## src/logic/bpsc_pkg.sv

```systemverilog
/*
  Package for the bridge PWM shutdown control block: register offsets,
  field positions, reset values, mode codes and the pin carrier type.
  Assumes a 32-bit AHB-Lite register bus with word-aligned registers.
*/
package bpsc_pkg;

  // register byte offsets
  localparam logic [7:0] BPSC_UNIT_CTRL_OFS = 8'h00;
  localparam logic [7:0] BPSC_ASD_CTRL_OFS = 8'h04;
  localparam logic [7:0] BPSC_PWM_CTRL_OFS = 8'h08;
  localparam logic [7:0] BPSC_STATUS_OFS = 8'h0C;

  // reset values
  localparam logic [7:0] BPSC_UNIT_CTRL_RST = 8'h00;
  localparam logic [7:0] BPSC_ASD_CTRL_RST = 8'h00;
  localparam logic [7:0] BPSC_PWM_CTRL_RST = 8'h00;

  // unit_control_register fields
  localparam int BPSC_CFG_LSB = 6;
  localparam int BPSC_DIR_BIT = 7;
  localparam int BPSC_MODE_EN_MSB = 3;
  localparam int BPSC_MODE_EN_LSB = 2;
  localparam int BPSC_POL_AC_BIT = 1;
  localparam int BPSC_POL_BD_BIT = 0;

  // auto_shutdown_control fields
  localparam int BPSC_ASE_BIT = 7;
  localparam int BPSC_SRC_LSB = 4;
  localparam int BPSC_PAIR_AC_SHUTDOWN_STATE_LSB = 2;
  localparam int BPSC_PAIR_BD_SHUTDOWN_STATE_LSB = 0;

  // pwm_control_register fields
  localparam int BPSC_AUTO_RESTART_ENABLE_BIT = 7;

  // status register fields
  localparam int BPSC_PTF_BIT = 0;
  localparam int BPSC_DIR_APPLIED_BIT = 1;
  localparam int BPSC_RUN_BIT = 2;

  typedef enum logic [1:0]
  {
    BPSC_CFG_SINGLE = 2'b00,
    BPSC_CFG_FULL_FWD = 2'b01,
    BPSC_CFG_HALF = 2'b10,
    BPSC_CFG_FULL_REV = 2'b11
  } bpsc_cfg_t;

  // one bit per output pin
  typedef struct packed
  {
    logic d;
    logic c;
    logic b;
    logic a;
  } bpsc_pins_t;

endpackage

```

## src/logic/bpsc_sync.sv

```systemverilog
/*
  Two-flop synchroniser for a bundle of asynchronous levels.
  Assumes inputs are quasi-static levels; no edge information kept.
*/
`timescale 1ns/1ns
module bpsc_sync #(
  parameter int WIDTH = 3
) (
  // clock and reset
  input wire logic hclk,
  input wire logic hresetn,
  // levels
  input wire logic [WIDTH-1:0] async_in,
  output logic [WIDTH-1:0] sync_out
);

  initial
  begin
    if (WIDTH < 1)
    begin
      $error("bpsc_sync: WIDTH must be at least 1");
    end
  end

  logic [WIDTH-1:0] stage1_r;

  always_ff @(posedge hclk or negedge hresetn)
  begin
    if (!hresetn)
    begin
      stage1_r <= '0;
      sync_out <= '0;
    end
    else
    begin
      stage1_r <= async_in;
      sync_out <= stage1_r;
    end
  end

endmodule

```

## src/logic/bpsc_top.sv

```systemverilog
/*
  Output stage of an enhanced PWM unit: full-bridge direction change,
  pair polarity, start-up ordering and level-driven auto-shutdown with
  forced pin states, reached over AHB-Lite.
  Assumes period_start and pwm_wave come from the period timer on hclk;
  the interrupt pin and comparator levels are asynchronous.
*/
// The register addresses and the AHB-Lite slave port were chosen for this implementation.
`timescale 1ns/1ns
module bpsc_top
  import bpsc_pkg::*;
(
  // clock and reset
  input wire logic hclk,
  input wire logic hresetn,
  // ahb-lite slave
  input wire logic hsel,
  input wire logic [7:0] haddr,
  input wire logic [1:0] htrans,
  input wire logic hwrite,
  input wire logic [2:0] hsize,
  input wire logic [31:0] hwdata,
  input wire logic hready,
  output logic [31:0] hrdata,
  output logic hreadyout,
  output logic hresp,
  // period timer and modulator
  input wire logic period_start,
  input wire logic pwm_wave,
  // shutdown sources
  input wire logic ext_interrupt_pin_0,
  input wire logic comparator_one_output,
  input wire logic comparator_two_output,
  // bridge pins
  output bpsc_pins_t pwm_out_o,
  output bpsc_pins_t pwm_out_oe
);

  // registers
  logic [7:0] unit_ctrl_r;
  logic [7:0] asd_ctrl_r;
  logic [7:0] pwm_ctrl_r;
  logic ptf_r;
  logic started_r;
  logic run_r;
  logic dir_applied_r;
  bpsc_pins_t drv_r;
  bpsc_pins_t drv_oe_r;
  logic [7:0] addr_r;
  logic wr_r;
  logic [31:0] rdata_r;

  // bus decode
  wire bus_take = hsel & htrans[1] & hready;
  wire wr_unit = wr_r & (addr_r == BPSC_UNIT_CTRL_OFS);
  wire wr_asd = wr_r & (addr_r == BPSC_ASD_CTRL_OFS);
  wire wr_pwm = wr_r & (addr_r == BPSC_PWM_CTRL_OFS);
  wire wr_stat = wr_r & (addr_r == BPSC_STATUS_OFS);

  // configuration fields
  wire [1:0] cfg = unit_ctrl_r[BPSC_CFG_LSB +: 2];
  wire cfg_dir = unit_ctrl_r[BPSC_DIR_BIT];
  wire pwm_en = &unit_ctrl_r[BPSC_MODE_EN_MSB:BPSC_MODE_EN_LSB];
  wire inv_ac = unit_ctrl_r[BPSC_POL_AC_BIT];
  wire inv_bd = unit_ctrl_r[BPSC_POL_BD_BIT];
  wire [2:0] src_sel = asd_ctrl_r[BPSC_SRC_LSB +: 3];
  wire [1:0] pss_ac = asd_ctrl_r[BPSC_PAIR_AC_SHUTDOWN_STATE_LSB +: 2];
  wire [1:0] pss_bd = asd_ctrl_r[BPSC_PAIR_BD_SHUTDOWN_STATE_LSB +: 2];
  wire ase = asd_ctrl_r[BPSC_ASE_BIT];
  wire auto_restart_enable = pwm_ctrl_r[BPSC_AUTO_RESTART_ENABLE_BIT];
  wire full_bridge = cfg[0];

  // source selection, shared by the raw and synchronised paths
  function automatic logic src_hit(input logic [2:0] sel, input logic int_n,
                                   input logic c1, input logic c2);
    src_hit = (sel[2] & ~int_n) | (sel[0] & c1) | (sel[1] & c2);
  endfunction

  // raw levels force the pins directly
  wire src_raw = src_hit(src_sel, ext_interrupt_pin_0, comparator_one_output,
                         comparator_two_output);

  // synchronised levels drive the status bit
  logic [2:0] src_sync;

  bpsc_sync #(
    .WIDTH(3)
  ) u_sync (
    .hclk(hclk),
    .hresetn(hresetn),
    .async_in({comparator_two_output, comparator_one_output, ext_interrupt_pin_0}),
    .sync_out(src_sync)
  );

  wire src_act = src_hit(src_sel, src_sync[0], src_sync[1], src_sync[2]);

  // status bit: source sets and wins; auto-restart clears; software
  // may write only while no condition is present and auto-restart is off
  wire ase_nxt = src_act ? 1'b1 :
                 auto_restart_enable ? 1'b0 :
                 wr_asd ? hwdata[BPSC_ASE_BIT] : ase;
  wire [7:0] asd_nxt = wr_asd ? {ase_nxt, hwdata[6:0]} : {ase_nxt, asd_ctrl_r[6:0]};

  // pins forced while status set or a selected level is present
  wire force_sd = pwm_en & (ase | src_raw);

  // run state: restart and direction applied only at a period start
  wire run_nxt = (ase | ~pwm_en) ? 1'b0 : (period_start ? 1'b1 : run_r);
  wire dir_nxt = (period_start & full_bridge) ? cfg_dir : dir_applied_r;
  wire dir_pending = full_bridge & (cfg_dir != dir_applied_r);

  // period flag: the first start opens a period, later ones close one
  wire started_nxt = pwm_en & (started_r | period_start);
  wire ptf_set = pwm_en & period_start & started_r;
  wire ptf_nxt = ptf_set | (ptf_r & ~(wr_stat & hwdata[BPSC_PTF_BIT]));

  // active-high output levels before polarity
  bpsc_pins_t act;

  always_comb
  begin
    act = '0;
    if (run_r)
    begin
      case (cfg)
        BPSC_CFG_SINGLE:
        begin
          act.a = pwm_wave;
        end
        BPSC_CFG_HALF:
        begin
          act.a = pwm_wave;
          act.b = ~pwm_wave;
        end
        BPSC_CFG_FULL_FWD, BPSC_CFG_FULL_REV:
        begin
          if (dir_pending)
          begin
            act.a = ~cfg_dir;
            act.c = cfg_dir;
          end
          else if (!dir_applied_r)
          begin
            act.a = 1'b1;
            act.d = pwm_wave;
          end
          else
          begin
            act.c = 1'b1;
            act.b = pwm_wave;
          end
        end
        default:
        begin
          act = '0;
        end
      endcase
    end
  end

  // pins in use per output configuration
  wire [3:0] used = full_bridge ? 4'hF : (cfg[1] ? 4'h3 : 4'h1);

  wire bpsc_pins_t drv_nxt = '{
    d: act.d ^ inv_bd,
    c: act.c ^ inv_ac,
    b: act.b ^ inv_bd,
    a: act.a ^ inv_ac
  };

  wire bpsc_pins_t oe_nxt = pwm_en ? bpsc_pins_t'(used) : '0;

  // shutdown pin states
  wire sd_ac_oe = ~pss_ac[1];
  wire sd_bd_oe = ~pss_bd[1];
  wire bpsc_pins_t sd_o = '{d: pss_bd[0], c: pss_ac[0], b: pss_bd[0], a: pss_ac[0]};
  wire bpsc_pins_t sd_oe = '{d: sd_bd_oe, c: sd_ac_oe, b: sd_bd_oe, a: sd_ac_oe};

  // shutdown overrides the registered drive without waiting for hclk
  assign pwm_out_o = force_sd ? (sd_o & drv_oe_r) : drv_r;
  assign pwm_out_oe = force_sd ? (sd_oe & drv_oe_r) : drv_oe_r;

  // read data mux
  wire [7:0] stat_rd = {5'h00, run_r, dir_applied_r, ptf_r};
  wire [7:0] rd_sel = (haddr == BPSC_UNIT_CTRL_OFS) ? unit_ctrl_r :
                      (haddr == BPSC_ASD_CTRL_OFS) ? asd_ctrl_r :
                      (haddr == BPSC_PWM_CTRL_OFS) ? pwm_ctrl_r :
                      (haddr == BPSC_STATUS_OFS) ? stat_rd : 8'h00;

  always_ff @(posedge hclk or negedge hresetn)
  begin
    if (!hresetn)
    begin
      addr_r <= 8'h00;
      wr_r <= 1'b0;
      rdata_r <= 32'h0000_0000;
      hreadyout <= 1'b0;
      hresp <= 1'b0;
    end
    else
    begin
      addr_r <= haddr;
      wr_r <= bus_take & hwrite;
      rdata_r <= (bus_take & ~hwrite) ? {24'h00_0000, rd_sel} : rdata_r;
      hreadyout <= 1'b1;
      hresp <= 1'b0;
    end
  end

  assign hrdata = rdata_r;

  always_ff @(posedge hclk or negedge hresetn)
  begin
    if (!hresetn)
    begin
      unit_ctrl_r <= BPSC_UNIT_CTRL_RST;
      asd_ctrl_r <= BPSC_ASD_CTRL_RST;
      pwm_ctrl_r <= BPSC_PWM_CTRL_RST;
    end
    else
    begin
      unit_ctrl_r <= wr_unit ? hwdata[7:0] : unit_ctrl_r;
      asd_ctrl_r <= asd_nxt;
      pwm_ctrl_r <= wr_pwm ? hwdata[7:0] : pwm_ctrl_r;
    end
  end

  always_ff @(posedge hclk or negedge hresetn)
  begin
    if (!hresetn)
    begin
      run_r <= 1'b0;
      dir_applied_r <= 1'b0;
      started_r <= 1'b0;
      ptf_r <= 1'b0;
      drv_r <= '0;
      drv_oe_r <= '0;
    end
    else
    begin
      run_r <= run_nxt;
      dir_applied_r <= dir_nxt;
      started_r <= started_nxt;
      ptf_r <= ptf_nxt;
      drv_r <= drv_nxt;
      drv_oe_r <= oe_nxt;
    end
  end

endmodule

```

## config.mk

```make
export PLATFORM = sky130hd
export DESIGN_NAME = bpsc_top
export DESIGN_NICKNAME = d
export VERILOG_FILES = /design/src/logic/bpsc_pkg.sv /design/src/logic/bpsc_sync.sv /design/src/logic/bpsc_top.sv
export SDC_FILE = /design/constraint.sdc
export NUM_CORES = 1
export LEC_CHECK = 0
export BUFFER_PORTS_ARGS = -buffer_cell sky130_fd_sc_hd__buf_2
export CAP_MARGIN = 20
export CORE_MARGIN = 4
export CORE_UTILIZATION = 49
export CTS_CLUSTER_SIZE = 14
export DETAILED_ROUTE_END_ITERATION = 16
export PLACE_DENSITY = 0.77
export SLEW_MARGIN = 0
export SYNTH_ARGS = -nofsm -noshare
export SYNTH_HDL_FRONTEND = slang
export SYNTH_SLANG_ARGS = --single-unit
```

## constraint.sdc

```tcl
create_clock -name hclk -period 2.2 [get_ports hclk]
set_clock_uncertainty 0.05 [all_clocks]
set_input_delay 0 -clock hclk [delete_from_list [all_inputs] [get_ports hclk]]
set_output_delay 0 -clock hclk [all_outputs]
set_load 0.05 [all_outputs]
```

==> impl_metrics.env, run 1 <==
export IMPL_drtAntennaViolNets=0
export IMPL_maxCapViolCount=0
export IMPL_vias=1790
export IMPL_clockRootBuffer="clkbuf_8"
export IMPL_rsz0062_at_grt="false"
export IMPL_grt_pass1_vias=1808
export IMPL_finalCritPeriodShare=0.933
export IMPL_track_usage=0.194
export IMPL_fp_row_count=26
export IMPL_status="complete, no violations"
export IMPL_gp_congestion=0.859
export IMPL_ys_types=36
export IMPL_ctsLongestPathBuffers=2
export IMPL_syn_avg_cell_area_um2=12.3
export IMPL_yosysSeqAreaShare=0.568
export IMPL_cts_resized_gates=0
export IMPL_wl_per_cell_um=15.1
export IMPL_insertion_delay_ps=330
export IMPL_p_clk_frac=0.393
export IMPL_pwr_share_seq=0.503
export IMPL_drc=0
export IMPL_ir_worst_vdd_mv=0.357
export IMPL_crit_chain="or4b_4, nor4_4, nor3b_4, buf_12, mux2_2"
export IMPL_r2r_end="unit_ctrl_r[5]$_DFFE_PN0P_"
export IMPL_critical_path_max_stage_delay_ps=560
export IMPL_routed_via_density=4.92
export IMPL_wl_um=5490
export IMPL_switching_share=0.254
export IMPL_grt_overflow_total=0
export IMPL_num_io_pins=97
export IMPL_cts_tree="built"
export IMPL_power_density_nw_per_um2=687
export IMPL_ys_ff_latch=59
export IMPL_dp_hpwl_um=3960
export IMPL_first_pass_iters=4
export IMPL_rrSetupSlack_ps=150
export IMPL_met2_usage=0.309
export IMPL_reg2reg_from="addr_r[4]$_DFF_PN0_"
export IMPL_drtIter0Drc=57
export IMPL_hold_path_class="primary input to asynchronous set/reset pin"
export IMPL_tightest_slew_ps=634
export IMPL_cts_htree_levels=3
export IMPL_dieArea_um2=6530
export IMPL_die_h_um=80.8
export IMPL_start_util=0.506
export IMPL_fillers=425
export IMPL_p_sw_uw=571
export IMPL_crit_fanout=8
export IMPL_cts_sinks=59
export IMPL_p_leak_nw=1.62
export IMPL_critPathCaptureType="register"
export IMPL_area_delta_synth_final_pct=25.7
export IMPL_critPathKind="register to register"
export IMPL_crit_required_ps=2370
export IMPL_hold_ws_ps=49.3
export IMPL_numCtsBuffers=9
export IMPL_final_layout_size_suffix_gt1_frac=0.323
export IMPL_synthesis_area_um2=2600
export IMPL_critPathArrivalTime_ps=2220
export IMPL_critPathLaunchType="register"
export IMPL_die_w_um=80.8
export IMPL_internal_power_mw=1.67
export IMPL_p_comb_frac=0.104
export IMPL_period_minus_slack_ps=2050
export IMPL_max_slew_margin=0.575
export IMPL_numPortBuffers=43
export IMPL_yosys_warnings=0
export IMPL_final_max_slew_viol_count=0
export IMPL_coreArea_um2=5140
export IMPL_top_usage_layer="met2"
export IMPL_max_freq_mhz=487
export IMPL_hold_violations=0
export IMPL_antennaDiodeCount=0
export IMPL_synthCells=211
export IMPL_grt_use_met3=0.0510
export IMPL_grt_first_pass_wirelength_um=9190
export IMPL_grt_util_met1=0.251
export IMPL_grt_max_degree=24
export IMPL_nets=345
export IMPL_critPathSlowestCell="or4b_4"
export IMPL_antenna_found_initial=0
export IMPL_setup_violations=0
export IMPL_clk_pin_slew_worst_paths_ps=60
export IMPL_tns_ps=0
export IMPL_r2r_cells=5
-- registers in the layout, indices dropped and copies added, names as in the netlist --
name and cells:
u_sync.stage1_r 3, pwm_ctrl_r 8, started_r 1, drv_oe_r 3
ptf_r 1, drv_r 4, run_r 1, unit_ctrl_r 8
asd_ctrl_r 8, addr_r 8, u_sync.sync_out 3, dir_applied_r 1
hrdata 8, wr_r 1, hreadyout 1
-- layer usage --
layer / part of all wire / routed length, um
met1: 0.45 / 2450
met2: 0.48 / 2650
met3: 0.058 / 318
met4: 0.013 / 74
met5: 0 / 0
-- Yosys cell counts (all sizes together) --
library cell	count	area (um2)
nand2	19	71.3
nor3	2	15.0
xnor2	3	26.3
nor2	10	37.5
dfrtp	59	1480
nand4b	1	8.76
conb	2	7.51
a31o	1	8.76
and3	1	6.26
nand4	1	6.26
buf	26	191
nor4	1	21.3
nand2b	1	6.26
or4	2	15.0
or4b	2	23.8
a32o	1	10.0
a21oi	6	30.0
a31oi	1	6.26
and4	1	8.76
a222oi	1	10.0
clkbuf	3	11.3
mux4	3	67.6
nand3b	1	7.51
mux2	24	270
inv	5	18.8
mux2i	6	60.1
o21ai	11	55.1
nor3b	1	18.8
and4b	1	10.0
nor2b	3	18.8
nand3	7	35.0
xor2	1	8.76
a21boi	4	30.0
-- cell families after synthesis --
| family | synth area share |
|---|---|
| flops | 0.568 |
| buf+inv | 0.0852 |
| compound gates | 0.0578 |
| other cells | 0.00289 |
| simple gates | 0.119 |
| xor+xnor | 0.0135 |
| mux | 0.153 |
-- layout make-up --
| type | count | area, um2 | area share |
|---|---|---|---|
| Clock buffer | 13 | 169 | 0.0517 |
| Clock inverter | 2 | 10.0 | 0.00307 |
| Inverter | 5 | 18.8 | 0.00575 |
| Multi-Input combinational cell | 142 | 991 | 0.303 |
| Sequential cell | 59 | 1480 | 0.452 |
| Tap cell | 70 | 87.6 | 0.0268 |
| Timing Repair Buffer | 73 | 513 | 0.157 |
-- repair_timing --
action                    CTS  global route
setup buffers               0             0
hold buffers               24             0
hold endpoints to repair  100             0
-- metrics by stage --
stage	cell area, um2	std cells	total power [mW]	setup WS, ps	util
3_5_place_dp	2850	325	1.35	165	0.554
5_1_grt	3270	364	2.34	59.6	0.635
3_3_place_gp	2850	325	1.34	167	0.554
6_report	3270	364	2.24	146	0.635
4_1_cts	3270	364	2.27	128	0.635
2_1_floorplan	2690	235	1.31	215	-
-- power by group through the flow --
stage          clock network (mW)  logic [mW]  registers (mW)
6_report                    0.882       0.234            1.13
5_1_grt                     0.952       0.254            1.13
4_1_cts                     0.908       0.234            1.13
3_5_place_dp                    0       0.202            1.15
3_3_place_gp                    0       0.199            1.15
2_1_floorplan                   0       0.167            1.15
-- critical path: cells and delay by family (launching register included) --
kind	cells	cell delay (ps)
buf+inv	1	160
flops	1	360
mux	1	330
simple gates	3	1040
-- how the worst max path moves through the flow --
stage	from	cells after the start	endpoint	slack [ps]
after floorplan	asd_ctrl_r[5]$_DFFE_PN0P_	3	pwm_out_oe[0]	210
after global placement	addr_r[4]$_DFF_PN0_	5	unit_ctrl_r[3]$_DFFE_PN0P_	170
after detailed placement	addr_r[4]$_DFF_PN0_	5	unit_ctrl_r[5]$_DFFE_PN0P_	160
after CTS	addr_r[4]$_DFF_PN0_	5	unit_ctrl_r[3]$_DFFE_PN0P_	130
after global routing	addr_r[4]$_DFF_PN0_	5	unit_ctrl_r[3]$_DFFE_PN0P_	60
final	addr_r[4]$_DFF_PN0_	5	unit_ctrl_r[5]$_DFFE_PN0P_	150
-- cells in the final DEF (no fill, tap or decap), types with 2 or more instances in the layout --
master / n
clkinv_2: 2
mux2i_1: 6
nor2b_1: 3
nor2_1: 10
xnor2_1: 3
mux4_2: 3
o21ai_0: 11
or4_1: 2
nand2_1: 19
inv_1: 5
nand3_1: 7
dfrtp_1: 59
a21oi_1: 6
mux2_2: 24
buf_2: 43
a21boi_0: 4
dlygate4sd3_1: 24
clkbuf_8: 12
buf_4: 5
conb_1: 26
(Power assumes the default switching activity.)
==> run 2: changes to the inputs <==
CAP_MARGIN = default   (was 20)
HOLD_SLACK_MARGIN = 0.05   (was default)
==> run 2 against run 1 <==
  * Register-to-register slack barely moved
  * Count of clock-buffer cells in the layout did not move
  * Global-route usage grew 0.095 points
  * Largest cell class unchanged
  * Cell count rose by 0.55%
  * Total power increased by 0.14%
==> impl_metrics.env, run 2 (synthesized netlist as in run 1, its figures left out) <==
export IMPL_cts_tree="built"
export IMPL_startpoint="addr_r[4]$_DFF_PN0_"
export IMPL_drtAntennaViolNets=0
export IMPL_wl_um=5530
export IMPL_final_max_slew_viol_count=0
export IMPL_period_minus_slack_ps=2050
export IMPL_critPathLaunchType="register"
export IMPL_cts_htree_levels=3
export IMPL_design_area_um2=3290
export IMPL_grt_overflow_total=0
export IMPL_die_w_um=80.8
export IMPL_wl_per_cell_um=15.1
export IMPL_cts_resized_gates=0
export IMPL_nets=347
export IMPL_ctsLongestPathBuffers=2
export IMPL_drtIter0Drc=66
export IMPL_placedInstanceArea_um2=2850
export IMPL_grt_pass1_vias=1819
export IMPL_dp_hpwl_um=3960
export IMPL_max_freq_mhz=488
export IMPL_gp_congestion=0.859
export IMPL_critPathCaptureType="register"
export IMPL_mostFrequentLayoutCell="dfrtp_1"
export IMPL_die_h_um=80.8
export IMPL_fp_row_count=26
export IMPL_grt_max_degree=24
export IMPL_crit_required_ps=2370
export IMPL_tightest_slew_ps=633
export IMPL_critical_path_max_stage_delay_ps=560
export IMPL_hp_start="hready"
export IMPL_hold_path_class="primary input to register"
export IMPL_p_comb_frac=0.105
export IMPL_max_slew_margin=0.576
export IMPL_power_mw=2.25
export IMPL_numPortBuffers=43
export IMPL_first_pass_iters=4
export IMPL_num_io_pins=97
export IMPL_pwr_share_seq=0.502
export IMPL_power_density_nw_per_um2=684
export IMPL_coreArea_um2=5140
export IMPL_timing_final_ws_setup_ps=151
export IMPL_grt_first_pass_wirelength_um=9230
export IMPL_status="complete, no violations"
export IMPL_finalCritPeriodShare=0.931
export IMPL_dieArea_um2=6530
export IMPL_p_sw_uw=572
export IMPL_critPathArrivalTime_ps=2220
export IMPL_cts_sinks=59
export IMPL_vias=1807
export IMPL_clk_pin_slew_worst_paths_ps=60
export IMPL_insertion_delay_ps=330
export IMPL_final_core_util=0.639
export IMPL_p_leak_nw=1.63
export IMPL_place_ws_ps=165
export IMPL_numCtsBuffers=9
export IMPL_clockRootBuffer="clkbuf_8"
export IMPL_rsz0062_at_grt="false"
export IMPL_drc=0
export IMPL_ir_worst_vdd_mv=0.356
export IMPL_hold_violations=0
export IMPL_critPathKind="register to register"
export IMPL_track_usage=0.195
export IMPL_p_clk_frac=0.393
export IMPL_antenna_found_initial=0
export IMPL_area_delta_synth_final_pct=26.4
export IMPL_crit_family="simple AND/OR/NAND/NOR gates"
export IMPL_antennaDiodeCount=0
export IMPL_crit_fanout=8
export IMPL_dp_cells=325
export IMPL_tns_ps=0
export IMPL_hold_ws_ps=118
export IMPL_rrSetupSlack_ps=150
export IMPL_crit_chain="or4b_4, nor4_4, nor3b_4, buf_12, mux2_2"
export IMPL_internal_power_mw=1.67
export IMPL_maxCapViolCount=0
export IMPL_routed_via_density=4.94
export IMPL_critPathSlowestCell="or4b_4"
export IMPL_layout_cells_most_common_list="dfrtp_1 (59), buf_2 (43), conb_1 (26), dlygate4sd3_1 (26), mux2_2 (24)"
export IMPL_start_util=0.506
export IMPL_reg2reg_from="addr_r[4]$_DFF_PN0_"
export IMPL_instances_no_fill=366
export IMPL_setup_violations=0
export IMPL_worst_path_buf_inv=1
export IMPL_switching_share=0.254
export IMPL_final_layout_size_suffix_gt1_frac=0.321
run 2: what timing repair did:
action                                 CTS  global route
hold buffers                            26             0
buffers inserted                         0             0
endpoints found under the hold margin  101             0
run 2: worst min-delay path: stages:
cell and delay (ps):
buf_2 100, nand4b_1 80, buf_4 160, nand2_1 60, o21ai_0 60
run 2: final timing paths:
kind                                                      to  cells after the start
worst max register to register    unit_ctrl_r[5]$_DFFE_PN0P_                      5
min in group asynchronous         unit_ctrl_r[1]$_DFFE_PN0P_                      3
worst max-delay path              unit_ctrl_r[5]$_DFFE_PN0P_                      5
max in group asynchronous         unit_ctrl_r[0]$_DFFE_PN0P_                      4
worst min-delay path                   hrdata[7]$_DFFE_PN0P_                      5
worst min register to register  u_sync.sync_out[1]$_DFF_PN0_                      0
run 2: power by group through the flow:
stage / registers, mW / logic [mW] / clock network (mW)
floorplan: 1.15 / 0.167 / 0
global placement: 1.15 / 0.199 / 0
detailed placement: 1.15 / 0.202 / 0
CTS: 1.13 / 0.237 / 0.908
global route: 1.13 / 0.257 / 0.952
finish: 1.13 / 0.237 / 0.882
run 2: final cells by class:
| class | instances | area, um2 |
|---|---|---|
| Tap cell | 70 | 87.6 |
| Sequential cell | 59 | 1480 |
| Inverter | 5 | 18.8 |
| Timing Repair Buffer | 75 | 533 |
| Multi-Input combinational cell | 142 | 991 |
| Fill cell | 424 | 1850 |
| Clock buffer | 13 | 169 |
| Clock inverter | 2 | 10.0 |
run 2: routing by layer:
metal,global-route usage,wire length (um),share of wire,vias to the layer above
met4,0.0811,72,0.013,0
met1,0.253,2480,0.45,895
li1,-,-,-,846
met2,0.310,2660,0.48,58
met5,0,0,0,-
met3,0.0510,309,0.056,8
